--- config.mk ---
export PLATFORM = sky130hd
export DESIGN_NAME = base_t1_autoneg_ability_regs
export DESIGN_NICKNAME = d
export VERILOG_FILES = /design/src/rtl/base_t1_an_pkg.sv /design/src/rtl/tx_level_resolver.sv /design/src/rtl/base_t1_autoneg_ability_regs.sv
export SDC_FILE = /design/constraint.sdc
export NUM_CORES = 1
export LEC_CHECK = 0
export BUFFER_PORTS_ARGS = -buffer_cell sky130_fd_sc_hd__buf_4
export CORE_ASPECT_RATIO = 0.9
export CORE_MARGIN = 10
export CORE_UTILIZATION = 50
export DETAILED_ROUTE_END_ITERATION = 12
export GPL_ROUTABILITY_DRIVEN = 0
export GPL_TIMING_DRIVEN = 0
export MAX_ROUTING_LAYER = met4
export PLACE_DENSITY = 0.83
export SYNTH_ARGS = -nofsm -noshare
export SYNTH_HDL_FRONTEND = slang
export SYNTH_SLANG_ARGS = --single-unit
--- constraint.sdc ---
create_clock -name sys_clk -period 2.6 [get_ports sys_clk]
set_clock_uncertainty 0.2 [all_clocks]
set_input_delay 0.78 -clock sys_clk [delete_from_list [all_inputs] [get_ports sys_clk]]
set_output_delay 0.78 -clock sys_clk [all_outputs]
set_load 0.005 [all_outputs]
--- src/rtl/base_t1_an_pkg.sv ---
// Constants for the autonegotiation ability register slice
package base_t1_an_pkg;

  // Management frame addressing
  localparam logic [4:0]  AN_DEVAD          = 5'h07;
  localparam logic [1:0]  FRAME_START       = 2'h0;
  localparam logic [1:0]  OP_ADDRESS        = 2'h0;
  localparam logic [1:0]  OP_WRITE          = 2'h1;
  localparam logic [1:0]  OP_READ_INC       = 2'h2;
  localparam logic [1:0]  OP_READ           = 2'h3;

  // Frame bit counts after the preamble
  localparam logic [5:0]  HEAD_BITS         = 6'h0D;
  localparam logic [5:0]  DATA_BITS         = 6'h10;
  localparam logic [5:0]  WRITE_BITS        = 6'h12;
  localparam logic [5:0]  COUNT_MAX         = 6'h3F;
  localparam int          PREAMBLE_ONES     = 32;

  // Register addresses in the autonegotiation device
  localparam logic [15:0] REG_ADV_MIDDLE    = 16'h0203;
  localparam logic [15:0] REG_ADV_UPPER     = 16'h0204;
  localparam logic [15:0] REG_LP_LOW        = 16'h0205;
  localparam logic [15:0] REG_LP_MIDDLE     = 16'h0206;
  localparam logic [15:0] REG_LP_UPPER      = 16'h0207;

  // Reset values
  localparam logic [15:0] ADV_MIDDLE_RESET  = 16'h4000;
  localparam logic [15:0] ADV_UPPER_RESET   = 16'h0000;
  localparam logic [15:0] LP_LOW_RESET      = 16'h0000;
  localparam logic [15:0] UNMAPPED_READ     = 16'h0000;

  // Field positions
  localparam int          LONG_REACH_BIT    = 14;
  localparam int          ROLE_BIT          = 4;
  localparam int          HI_ABLE_BIT       = 13;
  localparam int          HI_REQ_BIT        = 12;
  localparam int          LP_NEXT_PAGE_BIT  = 15;
  localparam int          LP_ACK_BIT        = 14;
  localparam int          LP_FAULT_BIT      = 13;
  localparam int          LP_FORCE_BIT      = 12;

  // Writable bits and bits that read back from the partner low word
  localparam logic [15:0] ADV_MIDDLE_RW     = 16'h4010;
  localparam logic [15:0] ADV_UPPER_RW      = 16'h3000;
  localparam logic [15:0] LP_LOW_VISIBLE    = 16'hFC1F;

endpackage : base_t1_an_pkg

--- src/rtl/tx_level_resolver.sv ---
// Transmit level resolution from local and partner advertisement
`timescale 1ns/1ns
`default_nettype none

module tx_level_resolver (
  input  wire logic sys_clk,
  input  wire logic rstn,
  input  wire logic local_hi_able,
  input  wire logic local_hi_req,
  input  wire logic partner_hi_able,
  input  wire logic partner_hi_req,
  output logic      tx_level_high
);

  logic next_tx_level_high;

  // Both must be able, then one request is enough; else low level
  always_comb begin
    next_tx_level_high = local_hi_able & partner_hi_able &
                         (local_hi_req | partner_hi_req);
  end

  // Low level is the safe state out of reset
  always_ff @(posedge sys_clk) begin
    if (!rstn) begin
      tx_level_high <= 1'b0;
    end else begin
      tx_level_high <= next_tx_level_high;
    end
  end

endmodule // tx_level_resolver

`default_nettype wire

--- src/rtl/base_t1_autoneg_ability_regs.sv ---
// Autonegotiation ability registers behind a clause 45 management slave
`timescale 1ns/1ns
`default_nettype none

// Summary of operation
// - Middle advert word at 0x0203, reset 0x4000
// - Bit 14 long-reach ability, writable, resets 1
// - Bit 4 role, writable, reset from strap
// - Role goes out as nonce bit 4
// - Upper advert word at 0x0204, bits 13:12 writable, rest read-only
// - Bit 13 high-level ability, reset from strap
// - Bit 12 high-level request, reset from strap
// - Either not able: both use low level
// - Both able, one requests: high level
// - Partner low word read-only at 0x0205
// - Low word read latches partner upper words
// - Bit 15 shows partner next page
// - Bit 14 shows partner acknowledge
// - Bit 13 shows partner remote fault
// - Bit 12 shows partner forced role
// - Bits 11:10 pause, 9:5 read zero
// - Force bit: 0 preference, 1 forced
// - Bits 4:0 partner selector field
module base_t1_autoneg_ability_regs #(
  parameter int PREAMBLE_MIN = base_t1_an_pkg::PREAMBLE_ONES
) (
  input  wire logic        sys_clk,
  input  wire logic        rstn,
  input  wire logic [4:0]  phy_addr,
  input  wire logic        mdc,
  input  wire logic        mdio_in,
  output logic             mdio_out,
  output logic             mdio_oe_n,
  input  wire logic        strap_role_master,
  input  wire logic        strap_hi_able,
  input  wire logic        strap_hi_req,
  input  wire logic        force_role_bit,
  input  wire logic [15:0] partner_low_live,
  input  wire logic [15:0] partner_middle_live,
  input  wire logic [15:0] partner_upper_live,
  output logic             adv_long_reach,
  output logic             tx_nonce_role,
  output logic             tx_role_forced,
  output logic             adv_hi_able,
  output logic             adv_hi_req,
  output logic             tx_level_high
);

  ////////////////////////////////////////////////////////////////////////////
  // Types, checks and helpers

  typedef enum logic [4:0] {
    ST_PREAMBLE = 5'h01,
    ST_HEADER   = 5'h02,
    ST_TURN     = 5'h04,
    ST_WDATA    = 5'h08,
    ST_RDATA    = 5'h10
  } mdio_state_t;

  // The preamble counter is six bits wide and saturates
  if (PREAMBLE_MIN < 1 || PREAMBLE_MIN > 63) begin : g_bad_preamble
    $error("PREAMBLE_MIN must lie in 1..63");
  end

  localparam logic [5:0] PRE_MIN = 6'(PREAMBLE_MIN);

  // Reserved bits of the partner low word read as zero
  function automatic logic [15:0] lp_low_view(input logic [15:0] live);
    lp_low_view = live & base_t1_an_pkg::LP_LOW_VISIBLE;
  endfunction

  // Merge a host write into a word through its writable mask
  function automatic logic [15:0] masked_write(input logic [15:0] old,
                                               input logic [15:0] data,
                                               input logic [15:0] mask);
    masked_write = (data & mask) | (old & ~mask);
  endfunction

  ////////////////////////////////////////////////////////////////////////////
  // State

  mdio_state_t state;
  mdio_state_t next_state;
  logic [5:0]  bit_cnt;
  logic [5:0]  next_bit_cnt;
  logic [17:0] shift;
  logic [17:0] next_shift;
  logic [1:0]  op_code;
  logic [1:0]  next_op_code;
  logic [15:0] reg_addr;
  logic [15:0] next_reg_addr;
  logic [15:0] rd_shift;
  logic [15:0] next_rd_shift;
  logic        mdc_q;
  logic        next_mdio_out;
  logic        next_mdio_oe_n;
  logic [15:0] local_adv_middle_word;
  logic [15:0] next_local_adv_middle_word;
  logic [15:0] local_adv_upper_word;
  logic [15:0] next_local_adv_upper_word;
  logic [15:0] partner_base_page_middle_word;
  logic [15:0] next_partner_base_page_middle_word;
  logic [15:0] partner_base_page_upper_word;
  logic [15:0] next_partner_base_page_upper_word;
  logic        next_tx_role_forced;

  logic        mdc_rise;
  logic [12:0] header;
  logic        frame_ok;
  logic [15:0] wr_data;
  logic [15:0] rd_word;

  // The clock pin is sampled like data; a rising edge marks each bit
  assign mdc_rise = mdc & ~mdc_q;
  assign header   = {shift[11:0], mdio_in};
  assign wr_data  = {shift[14:0], mdio_in};

  // Only frames for this port and the autonegotiation device answer
  assign frame_ok = (header[12] == base_t1_an_pkg::FRAME_START[0]) &&
                    (header[9:5] == phy_addr) &&
                    (header[4:0] == base_t1_an_pkg::AN_DEVAD);

  ////////////////////////////////////////////////////////////////////////////
  // Read decode

  // Partner upper words come from the holding copies, not the live bus
  always_comb begin
    unique case (reg_addr)
      base_t1_an_pkg::REG_ADV_MIDDLE: rd_word = local_adv_middle_word;
      base_t1_an_pkg::REG_ADV_UPPER:  rd_word = local_adv_upper_word;
      base_t1_an_pkg::REG_LP_LOW:
        rd_word = lp_low_view(partner_low_live);
      base_t1_an_pkg::REG_LP_MIDDLE:
        rd_word = partner_base_page_middle_word;
      base_t1_an_pkg::REG_LP_UPPER:
        rd_word = partner_base_page_upper_word;
      default: rd_word = base_t1_an_pkg::UNMAPPED_READ;
    endcase
  end

  ////////////////////////////////////////////////////////////////////////////
  // Frame engine and register updates

  always_comb begin
    next_state                         = state;
    next_bit_cnt                       = bit_cnt;
    next_shift                         = shift;
    next_op_code                       = op_code;
    next_reg_addr                      = reg_addr;
    next_rd_shift                      = rd_shift;
    next_mdio_out                      = mdio_out;
    next_mdio_oe_n                     = mdio_oe_n;
    next_local_adv_middle_word         = local_adv_middle_word;
    next_local_adv_upper_word          = local_adv_upper_word;
    next_partner_base_page_middle_word = partner_base_page_middle_word;
    next_partner_base_page_upper_word  = partner_base_page_upper_word;
    next_tx_role_forced                = force_role_bit;
    if (mdc_rise) begin
      unique case (state)
        // Count ones; a zero after enough of them opens a frame
        ST_PREAMBLE: begin
          if (mdio_in) begin
            if (bit_cnt != base_t1_an_pkg::COUNT_MAX) begin
              next_bit_cnt = bit_cnt + 6'h01;
            end
          end else if (bit_cnt >= PRE_MIN) begin
            next_state   = ST_HEADER;
            next_bit_cnt = 6'h00;
            next_shift   = 18'h00000;
          end else begin
            next_bit_cnt = 6'h00;
          end
        end
        // Second start bit, opcode, port and device address
        ST_HEADER: begin
          next_shift   = {shift[16:0], mdio_in};
          next_bit_cnt = bit_cnt + 6'h01;
          if (bit_cnt == base_t1_an_pkg::HEAD_BITS - 6'h01) begin
            next_bit_cnt = 6'h00;
            next_op_code = header[11:10];
            if (!frame_ok) begin
              // Foreign frame: its zeros break the preamble count
              next_state = ST_PREAMBLE;
            end else if (header[11]) begin
              next_state    = ST_TURN;
              next_rd_shift = rd_word;
              if (reg_addr == base_t1_an_pkg::REG_LP_LOW) begin
                next_partner_base_page_middle_word =
                  partner_middle_live;
                next_partner_base_page_upper_word  =
                  partner_upper_live;
              end
              if (header[11:10] == base_t1_an_pkg::OP_READ_INC) begin
                next_reg_addr = reg_addr + 16'h0001;
              end
            end else begin
              next_state = ST_WDATA;
            end
          end
        end
        // Host has released the line; drive the low turnaround bit
        ST_TURN: begin
          next_mdio_out  = 1'b0;
          next_mdio_oe_n = 1'b0;
          next_state     = ST_RDATA;
        end
        // Shift the word out most significant bit first
        ST_RDATA: begin
          next_bit_cnt = bit_cnt + 6'h01;
          if (bit_cnt == base_t1_an_pkg::DATA_BITS) begin
            next_mdio_oe_n = 1'b1;
            next_mdio_out  = 1'b0;
            next_bit_cnt   = 6'h00;
            next_state     = ST_PREAMBLE;
          end else begin
            next_mdio_out = rd_shift[15];
            next_rd_shift = {rd_shift[14:0], 1'b0};
          end
        end
        // Turnaround plus sixteen data bits from the host
        ST_WDATA: begin
          next_shift   = {shift[16:0], mdio_in};
          next_bit_cnt = bit_cnt + 6'h01;
          if (bit_cnt == base_t1_an_pkg::WRITE_BITS - 6'h01) begin
            next_bit_cnt = 6'h00;
            next_state   = ST_PREAMBLE;
            if (op_code == base_t1_an_pkg::OP_ADDRESS) begin
              next_reg_addr = wr_data;
            end else if (op_code == base_t1_an_pkg::OP_WRITE) begin
              if (reg_addr == base_t1_an_pkg::REG_ADV_MIDDLE) begin
                next_local_adv_middle_word = masked_write(
                  local_adv_middle_word, wr_data,
                  base_t1_an_pkg::ADV_MIDDLE_RW);
              end
              if (reg_addr == base_t1_an_pkg::REG_ADV_UPPER) begin
                next_local_adv_upper_word = masked_write(
                  local_adv_upper_word, wr_data,
                  base_t1_an_pkg::ADV_UPPER_RW);
              end
            end
          end
        end
        default: begin
          next_state     = ST_PREAMBLE;
          next_bit_cnt   = 6'h00;
          next_mdio_oe_n = 1'b1;
        end
      endcase
    end
  end

  // Straps are caught while reset is held, so software sees them at once
  always_ff @(posedge sys_clk) begin
    if (!rstn) begin
      state                 <= ST_PREAMBLE;
      bit_cnt               <= 6'h00;
      shift                 <= 18'h00000;
      op_code               <= base_t1_an_pkg::OP_ADDRESS;
      reg_addr              <= 16'h0000;
      rd_shift              <= 16'h0000;
      mdc_q                 <= mdc; // No false rise at release
      mdio_out              <= 1'b0;
      mdio_oe_n             <= 1'b1;
      local_adv_middle_word <= base_t1_an_pkg::ADV_MIDDLE_RESET |
        (16'(strap_role_master) << base_t1_an_pkg::ROLE_BIT);
      local_adv_upper_word  <= base_t1_an_pkg::ADV_UPPER_RESET |
        (16'(strap_hi_able) << base_t1_an_pkg::HI_ABLE_BIT) |
        (16'(strap_hi_req) << base_t1_an_pkg::HI_REQ_BIT);
      partner_base_page_middle_word <= base_t1_an_pkg::LP_LOW_RESET;
      partner_base_page_upper_word  <= base_t1_an_pkg::LP_LOW_RESET;
      tx_role_forced        <= 1'b0;
    end else begin
      state                 <= next_state;
      bit_cnt               <= next_bit_cnt;
      shift                 <= next_shift;
      op_code               <= next_op_code;
      reg_addr              <= next_reg_addr;
      rd_shift              <= next_rd_shift;
      mdc_q                 <= mdc;
      mdio_out              <= next_mdio_out;
      mdio_oe_n             <= next_mdio_oe_n;
      local_adv_middle_word <= next_local_adv_middle_word;
      local_adv_upper_word  <= next_local_adv_upper_word;
      partner_base_page_middle_word <= next_partner_base_page_middle_word;
      partner_base_page_upper_word  <= next_partner_base_page_upper_word;
      tx_role_forced        <= next_tx_role_forced;
    end
  end

  ////////////////////////////////////////////////////////////////////////////
  // Advertisement fields toward the base page transmitter

  // Straight from the register flops, so the outputs never glitch
  assign adv_long_reach = local_adv_middle_word[base_t1_an_pkg::LONG_REACH_BIT];
  assign tx_nonce_role  = local_adv_middle_word[base_t1_an_pkg::ROLE_BIT];
  assign adv_hi_able    = local_adv_upper_word[base_t1_an_pkg::HI_ABLE_BIT];
  assign adv_hi_req     = local_adv_upper_word[base_t1_an_pkg::HI_REQ_BIT];

  // Resolution uses the live partner word so it tracks each new page
  tx_level_resolver u_level (
    .sys_clk         (sys_clk),
    .rstn            (rstn),
    .local_hi_able   (adv_hi_able),
    .local_hi_req    (adv_hi_req),
    .partner_hi_able (partner_upper_live[base_t1_an_pkg::HI_ABLE_BIT]),
    .partner_hi_req  (partner_upper_live[base_t1_an_pkg::HI_REQ_BIT]),
    .tx_level_high   (tx_level_high)
  );

endmodule // base_t1_autoneg_ability_regs

`default_nettype wire

# Word level (Yosys, flattened, before mapping)

Index checks and enable logic that the tools add are counted.
W data, S select, Z words.

Add/sub/neg operators: 2
Order comparisons: 1
Equality and inequality tests: 36
Mux-type cells: 48
Bitwise logic cells: 12
Reduce and logical (&&, ||, !) cells: 21

Operators with widths:

| kind                    | number |
|---|---|
| $mux W16                | 17 |
| $eq A16 B10 Y1 const B  | 5 |
| $pmux W16 S5            | 1 |
| $pmux W16 S2            | 2 |
| $mux W5                 | 12 |
| $reduce_and A6 Y1       | 6 |
| $mux W15                | 2 |
| $mux W6                 | 5 |
| $pmux W15 S2            | 1 |
| $pmux W6 S5             | 1 |
| $pmux W5 S5             | 1 |
| $ne A2 B2 Y1 const B    | 11 |
| $add A16 B1 Y16 const B | 1 |
| $or A14 B16 Y16         | 1 |
| $or A15 B16 Y16         | 1 |
| $or A14 B13 Y14         | 1 |
| $eq A6 B5 Y1 const B    | 2 |
| $ne A2 B1 Y1 const B    | 6 |
| $eq A5 B3 Y1 const B    | 2 |
| $reduce_and A3 Y1       | 3 |
| $mux W4                 | 2 |
| $reduce_and A8 Y1       | 1 |
| $reduce_bool A2 Y1      | 4 |
| $add A6 B1 Y6 const B   | 1 |
| 23 further kinds        | 31 |

Register bits after elaboration: 129
Input bits: 61
Output and inout port bits: 8
Logic and storage cells: 136

# Longest topological paths before layout

Gate-level depths: netlist of run 1.

Depth after elaboration: 8
Depth in mapped cells: 9
Gate-level depth less buffers: 7

# Modules after synthesis

From an unflattened synthesis of run 1, not the netlist that was laid out.

Cell total of the unflattened synthesis: 626
Area, all modules: 5,521.5 µm²

By module, submodules not included:

| module                       | times used | cells each | area each (µm²) | seq. area each (µm²) |
|---|---|---|---|---|
| base_t1_autoneg_ability_regs | 1          | 624        | 5,490.3         | 2,031.9 |
| tx_level_resolver            | 1          | 2          | 31.3            | 20.0 |

# Least setup slack after synthesis of run 1

OpenSTA, ideal clock, no wires.

Kind: input to register
From: input port phy_addr[4]
To: register reg_addr[0]
Setup time: 86 ps
Data arrival time: 2,078 ps
Required time: 2,314 ps
Setup slack: 237 ps
Stages on the path: 7
Buffers on the path: 1
Path through: xnor2_1 > nand3_1 > nor4_4 > o2111ai_2 > buf_4 > o21bai_1 > a211oi_1

Word-level cells in the longest chain between the ends: 5

Ends and longest elaborated chain:

| item                        | line                                | text |
|---|---|---|
| start: declaration          | base_t1_autoneg_ability_regs.sv:29  | `input wire logic [4:0] phy_addr,` |
| $eq A5 B5 Y1                | base_t1_autoneg_ability_regs.sv:120 | `(header[9:5] == phy_addr) &&` |
| $logic_and A1 B1 Y1         | base_t1_autoneg_ability_regs.sv:119 | `assign frame_ok = (header[12] == base_t1_an_pkg::FRAME_START[0]) &&` |
| $logic_and A1 B1 Y1         | base_t1_autoneg_ability_regs.sv:120 |  |
| $ne A2 B2 Y1 (no line)      | n/a                                 |  |
| $reduce_and A8 Y1 (no line) | n/a                                 |  |
| end signal: assignment      | base_t1_autoneg_ability_regs.sv:277 | `reg_addr <= next_reg_addr;` |
| end: declaration            | base_t1_autoneg_ability_regs.sv:90  | `logic [15:0] reg_addr;` |

Every way passes these cells.
A chain may end at the register's enable or synchronous reset.

# Final worst setup path of run 1

From: register reg_addr[1]
To: register rd_shift[14]

Word-level cells in the longest chain between the ends: 6
Elaborated cells on any way between the ends: 10
Classes of those cells: eq/ne: 5; mux: 5

Ends and longest elaborated chain:

| item                   | line                                | text |
|---|---|---|
| $eq A16 B10 Y1         | base_t1_autoneg_ability_regs.sv:128 | `unique case (reg_addr)` |
| $pmux W16 S5 (*)       | base_t1_autoneg_ability_regs.sv:128 |  |
| $mux W16 (*)           | base_t1_autoneg_ability_regs.sv:184 | `end else if (header[11]) begin` |
| $mux W16 (*)           | base_t1_autoneg_ability_regs.sv:181 | `if (!frame_ok) begin` |
| $mux W16 (*)           | base_t1_autoneg_ability_regs.sv:178 | `if (bit_cnt == base_t1_an_pkg::HEAD_BITS - 6'h01) begin` |
| $pmux W16 S2 (*)       | base_t1_autoneg_ability_regs.sv:159 | `unique case (state)` |
| end signal: assignment | base_t1_autoneg_ability_regs.sv:278 | `rd_shift <= next_rd_shift;` |
| end: declaration       | base_t1_autoneg_ability_regs.sv:92  | `logic [15:0] rd_shift;` |

Every way passes the cells marked *; elsewhere a longest branch is shown, timed or not. The select of a mux whose other input is x is not followed.

==> results of run 1 <==
[cells by family (layout without fill, tap and decap cells)]
| logic type | count (synthesis) | after routing | synth area share (%) |
|---|---|---|---|
| simple gates | 235 | 235 | 22.8 |
| fa+ha+maj | 7 | 7 | 1.81 |
| compound gates | 170 | 170 | 24.4 |
| buf+inv | 47 | 129 | 4.34 |
| flops | 101 | 101 | 42.3 |
| xor+xnor | 10 | 10 | 1.81 |
| mux | 12 | 12 | 2.55 |
[layout make-up]
class	instances	area [um2]	share of cell area (%)
Buffer	39	185	3.25
Clock buffer	9	124	2.17
Clock inverter	7	56.3	0.988
Inverter	8	30.0	0.527
Multi-Input combinational cell	434	2600	45.6
Sequential cell	101	2050	36.0
Tap cell	126	158	2.77
Timing Repair Buffer	66	495	8.69
[worst max path at each step]
stage	to	slack, ns	cells past startpoint
final	rd_shift[14]	0.13	7
after global routing	reg_addr[9]	0.0006	8
after CTS	rd_shift[6]	0.01	9
after detailed placement	partner_base_page_middle_word[3]	-0.24	8
after global placement	partner_base_page_middle_word[4]	-0.18	8
after floorplan	reg_addr[0]	0.24	7
[routing by layer]
metal	share of wire (%)	vias up
met2	48	197
met5	0	-
met3	7.8	20
met1	43	2271
li1	-	2263
met4	1.6	0
[synth_stat cells (all sizes together), types with 4 or more instances]
library cell	number	area share, %
nor4	5	0.95
a222oi	9	1.9
nand2b	5	0.65
o211ai	11	1.8
nor4b	4	0.98
xnor2	8	1.4
nand3	15	1.5
or2	4	0.52
a22oi	12	1.9
clkbuf	24	1.9
inv	8	0.62
a22o	12	2.2
and3	6	0.77
nand2	103	8.0
a31oi	5	0.65
mux2i	9	1.9
o221a	5	1.2
nor3	8	1.1
o31ai	7	1.2
and2	4	0.52
a21oi	64	6.6
nor2	63	4.9
o21ai	11	1.2
ha	7	1.8
buf	15	1.9
dfxtp	98	40
a211oi	18	2.9
[where the power goes]
part	leakage, nW	internal [mW]	switching [mW]	total, mW
registers	0.819	1.56	0.00657	1.57
logic	1.03	0.0797	0.0724	0.152
clock network	0.0925	0.363	0.568	0.931
total	1.94	2.00	0.647	2.65
[placed cells by master, fill, tap and decap left out, types with 4 or more instances in the layout]
| cell | instances |
|---|---|
| o31ai_1 | 6 |
| nand2b_1 | 5 |
| o221a_2 | 5 |
| a222oi_1 | 9 |
| a22o_1 | 12 |
| clkbuf_1 | 22 |
| and3_1 | 6 |
| dfxtp_1 | 97 |
| buf_4 | 68 |
| nor3_1 | 7 |
| inv_1 | 8 |
| clkbuf_8 | 9 |
| mux2i_1 | 9 |
| a21oi_1 | 64 |
| a22oi_1 | 12 |
| nand3_1 | 15 |
| nor4_1 | 4 |
| a211oi_1 | 17 |
| a31oi_1 | 5 |
| xnor2_1 | 8 |
| nand2_1 | 103 |
| o211ai_1 | 10 |
| o21ai_0 | 10 |
| ha_1 | 7 |
| nor2_1 | 61 |
| buf_2 | 11 |
[worst reg2reg max path, delay by kind of cell (launching register included)]
family	cells	cell delay (ns)
buf+inv	2	0.39
fa+ha+maj	1	0.26
compound gates	3	0.88
flops	1	0.46
mux	1	0.14
[timing repair]
action	CTS	global route
resized for setup	1	7
setup endpoints to repair	2	33
pin swaps	0	1
buffers inserted	0	3
hold endpoints to repair	0	0
cloned	0	0
[sequential cells by signal, summed over array words and instances (netlist names)]
name / count
partner_base_page_upper_word: 16
u_level.tx_level_high: 1
partner_base_page_middle_word: 16
local_adv_middle_word: 2
op_code: 2
bit_cnt: 6
mdio_oe_n: 1
reg_addr: 16
mdc_q: 1
state: 5
rd_shift: 16
tx_role_forced: 1
mdio_out: 1
shift: 15
local_adv_upper_word: 2
==> flow_summary.json, run 1 <==
{
  "drt_pass1_iterations": 8,
  "clock_sinks": 101,
  "vdd_ir_drop_max_mv": 0.377,
  "power_density_nw_per_um2": 465,
  "rsz0062_at_grt": "no",
  "met2_usage_pct": 32.3,
  "core-area_um2": 9570,
  "r2r.worst_path.cells": 7,
  "gr-usage-met3_pct": 3.66,
  "synth.net_count": 650,
  "cts_hold_buffers": 0,
  "arrival_ns": 2.49,
  "clock_path_buffers": 2,
  "die_w_um": 124,
  "clk_pin_slew_ns": 0.10,
  "grt_pass1_vias": 4691,
  "grt_first_pass_wirelength_um": 23000,
  "cap_violations": 0,
  "dp_hpwl_um": 10600,
  "post-route-period-util_pct": 95.0,
  "clk_latency_ns": 0.36,
  "post_dp_cell_area_um2": 5480,
  "hold_class": "flip-flop to flip-flop",
  "diodes": 0,
  "synth-edff-count": 3,
  "avgSynthCellArea_um2": 8.33,
  "final_max_slew_viol_count": 0,
  "synth_cells": 582,
  "synth_flop_cell": "dfxtp_1",
  "hold_ws_ns": 0.259,
  "tns_ns": 0,
  "min_period_ns": 2.47,
  "ys_seq_area_share_pct": 42.3,
  "r2r-end": "rd_shift[14]",
  "critPathKind": "flip-flop to flip-flop",
  "async_reset_ff_share_pct": 0,
  "p_leak_nw": 1.94,
  "grt_usage_pct": 20.5,
  "crit_path_max_incr_delay_ns": 0.48,
  "path_cells": "inv_1 > ha_1 > clkbuf_1 > a222oi_1 > mux2i_1 > a22oi_1 > a211oi_1",
  "crit_family": "compound AO/OA/AOI/OAI gates",
  "h-tree-depth": 3,
  "cts_root_buffer": "clkbuf_8",
  "status": "complete, no violations",
  "synth_warnings": 0,
  "slowest_stage": "a222oi_1",
  "final_hold_viol_count": 0,
  "die_area_um2": 14000,
  "power.total_mw": 2.65,
  "setup_viol": 0,
  "vias": 4751,
  "drt-vias-per-instance": 6.01,
  "layout.nets": 727,
  "hp-start": "partner_base_page_middle_word[0]",
  "grt_overflow": 0,
  "drive_gt1_share_pct": 18.8,
  "rows": 34,
  "routed_wl_um": 14200,
  "place_ws_ns": -0.235,
  "hold_end": "partner_base_page_middle_word[0]",
  "worst-r2r-setup-slack_ns": 0.13,
  "io_buffers": 63,
  "die_height_um": 113,
  "final_cells": 790,
  "use_met1_pct": 25.9,
  "drtIter0Drc": 534,
  "start_util_pct": 50.7,
  "tightestPinTransition_ns": 0.644,
  "synth_seq_cells": 101,
  "grt_most_used_layer": "met2",
  "drc": 0,
  "post_drt_wl_per_cell_um": 17.9,
  "max_slew_margin_pct": 57.1,
  "synthToLayoutAreaGrowth_pct": 17.5,
  "cts_tree": "built",
  "pin_count": 69,
  "cts-buffers-inserted": 9,
  "worst-path-buf-inv": 2,
  "fmax_ghz": 0.405,
  "start_kind": "flip-flop",
  "final.setup.worst_slack_ns": 0.131,
  "hold_depth": 2,
  "reg2reg_from": "reg_addr[1]",
  "crit_fanout": 10,
  "worstPathRequired_ns": 2.62,
  "grt_max_degree": 19,
  "ant_nets": 0,
  "fillers": 817,
  "cp-end-kind": "flip-flop",
  "final_area_um2": 5700,
  "antenna_found_initial": 0,
  "synth.distinct_cells": 67,
  "synth_area_um2": 4850,
  "final_util_pct": 59.5,
  "worstSetupStartpoint": "reg_addr[1]",
  "dp_cells": 771
}
Note: power is estimated with default switching activity, not from simulation.
==> run 2: changes to the inputs <==
==> constraint.sdc (replaced) <==
create_clock -name sys_clk -period 3 [get_ports sys_clk]
set_clock_uncertainty 0.2 [all_clocks]
set_input_delay 0.9 -clock sys_clk [delete_from_list [all_inputs] [get_ports sys_clk]]
set_output_delay 0.9 -clock sys_clk [all_outputs]
set_load 0.005 [all_outputs]
==> run 2 against run 1 <==
  * Flip-flop and latch count unchanged
  * Clock-buffer cell count unchanged
  * Via count rose by 1.1%
  * Global-route usage about the same
  * Combinational power fell by 14%
  * Register-to-register slack gained 0.17 ns
  * Critical path type unchanged
==> flow_summary.json, run 2 (synthesis gave the netlist of run 1 again) <==
{
  "status": "complete, no violations",
  "worst-r2r-setup-slack_ns": 0.30,
  "drtIter0Drc": 526,
  "hp-start": "partner_base_page_middle_word[0]",
  "clk_pin_slew_ns": 0.11,
  "die_height_um": 113,
  "synthToLayoutAreaGrowth_pct": 16.7,
  "drt_pass1_iterations": 5,
  "clock_sinks": 101,
  "share_seq_of_total_power_pct": 59.1,
  "final_common_cell": "nand2_1",
  "cts_hold_buffers": 0,
  "diodes": 0,
  "rsz0062_at_grt": "no",
  "grt_max_degree": 19,
  "min_period_ns": 2.70,
  "antenna_found_initial": 0,
  "cts_root_buffer": "clkbuf_8",
  "tns_ns": 0,
  "r2r.worst_path.cells": 9,
  "io_buffers": 63,
  "fmax_ghz": 0.371,
  "clock_path_buffers": 2,
  "start_util_pct": 50.7,
  "arrival_ns": 2.73,
  "drt-vias-per-instance": 6.10,
  "layout.nets": 724,
  "final_hold_viol_count": 0,
  "post-route-period-util_pct": 90.0,
  "dp_cells": 771,
  "p_leak_nw": 1.91,
  "cts_resized": 0,
  "hold_class": "flip-flop to flip-flop",
  "place_ws_ns": 0.0449,
  "hold_ws_ns": 0.259,
  "final.setup.worst_slack_ns": 0.301,
  "top_layer_used": "met4",
  "grt_first_pass_wirelength_um": 23000,
  "cp-end-kind": "flip-flop",
  "ant_nets": 0,
  "p_comb_share_pct": 5.7,
  "grt_usage_pct": 20.5,
  "cts-buffers-inserted": 9,
  "final_util_pct": 59.1,
  "tightestPinTransition_ns": 0.631,
  "final_cells": 787,
  "grt_pass1_vias": 4691,
  "final_max_slew_viol_count": 0,
  "die_w_um": 124,
  "r2r-end": "rd_shift[6]",
  "setup_viol": 0,
  "dr_wl_met2_um": 6770,
  "grt_overflow": 0,
  "drive_gt1_share_pct": 17.9,
  "final_cell_mix": "nand2_1, dfxtp_1, a21oi_1, buf_4, nor2_1",
  "internal-power_mw": 1.74,
  "drc": 0,
  "fillers": 819,
  "power_density_nw_per_um2": 406,
  "worstSetupStartpoint": "reg_addr[0]",
  "dp_hpwl_um": 10600,
  "post_drt_wl_per_cell_um": 18.0,
  "swShare_pct": 24.5,
  "die_area_um2": 14000,
  "rows": 34,
  "vias": 4801,
  "crit_fanout": 10,
  "clkPwrFrac_pct": 35.2,
  "wl_met3_um": 1130,
  "multi_input_area_um2": 2590,
  "clk_latency_ns": 0.37,
  "h-tree-depth": 3,
  "reg2reg_from": "reg_addr[0]",
  "pin_count": 69,
  "critPathKind": "flip-flop to flip-flop",
  "hold_end": "partner_base_page_middle_word[0]",
  "cts_setup_buffers": 0,
  "cap_violations": 0,
  "max_slew_margin_pct": 57.9,
  "p_switching_mw": 0.562,
  "start_kind": "flip-flop",
  "met1Wirelength_um": 5970,
  "regArea_um2": 2050,
  "vdd_ir_drop_max_mv": 0.327,
  "routed_wl_um": 14200,
  "worstPathRequired_ns": 3.03,
  "hold_depth": 2,
  "cts_tree": "built",
  "core-area_um2": 9570
}
[run 2: cell types whose count changed in the layout (fill, tap and decap cells not counted)]
cell / delta
nor2_2: -1
buf_2: +1
dfxtp_2: -1
clkbuf_2: -2
dfxtp_1: +1
nor2_1: +1
nor4b_2: +1
buf_4: -4
nor4b_4: -1
clkbuf_1: +2
[run 2: power groups by stage]
stage / Sequential (mW) / Clock (mW) / Combinational, mW
finish: 1.36 / 0.808 / 0.131
global route: 1.36 / 0.867 / 0.140
CTS: 1.36 / 0.812 / 0.130
detailed placement: 1.39 / 0 / 0.130
global placement: 1.39 / 0 / 0.127
floorplan: 1.39 / 0 / 0.0456
[run 2: cell type report]
cell class	count	share of cell area [%]
Buffer	39	3.18
Timing Repair Buffer	63	8.36
Multi-Input combinational cell	434	45.7
Inverter	8	0.531
Sequential cell	101	36.3
Clock inverter	7	0.995
Tap cell	126	2.79
Clock buffer	9	2.19
[run 2: critical path, stage by stage, from the launching register on]
cell      delay, ns
dfxtp_1        0.44
inv_1          0.12
ha_1           0.21
clkbuf_1       0.24
or4_1          0.48
nand4b_1       0.24
buf_2          0.27
nor2_1         0.07
a21oi_1        0.19
a211oi_1       0.10
[run 2: how the worst max path moves through the flow]
stage / slack (ns) / endpoint
after floorplan: 0.52 / reg_addr[0]
after global placement: 0.10 / partner_base_page_middle_word[4]
after detailed placement: 0.04 / partner_base_page_middle_word[3]
after CTS: 0.36 / rd_shift[6]
after global routing: 0.17 / rd_shift[6]
final: 0.30 / rd_shift[6]
[run 2: per-layer routing]
layer	up-vias	global-route usage, %
met4	0	6.52
met2	247	32.4
met1	2274	25.9
met3	26	3.66
met5	-	-
li1	2254	-
[run 2: metrics by stage]
step | total power [mW] | cell area, um2
2_1_floorplan | 1.43 | 4850
3_3_place_gp | 1.52 | 5480
3_5_place_dp | 1.52 | 5480
4_1_cts | 2.30 | 5660
5_1_grt | 2.37 | 5660
6_report | 2.30 | 5660
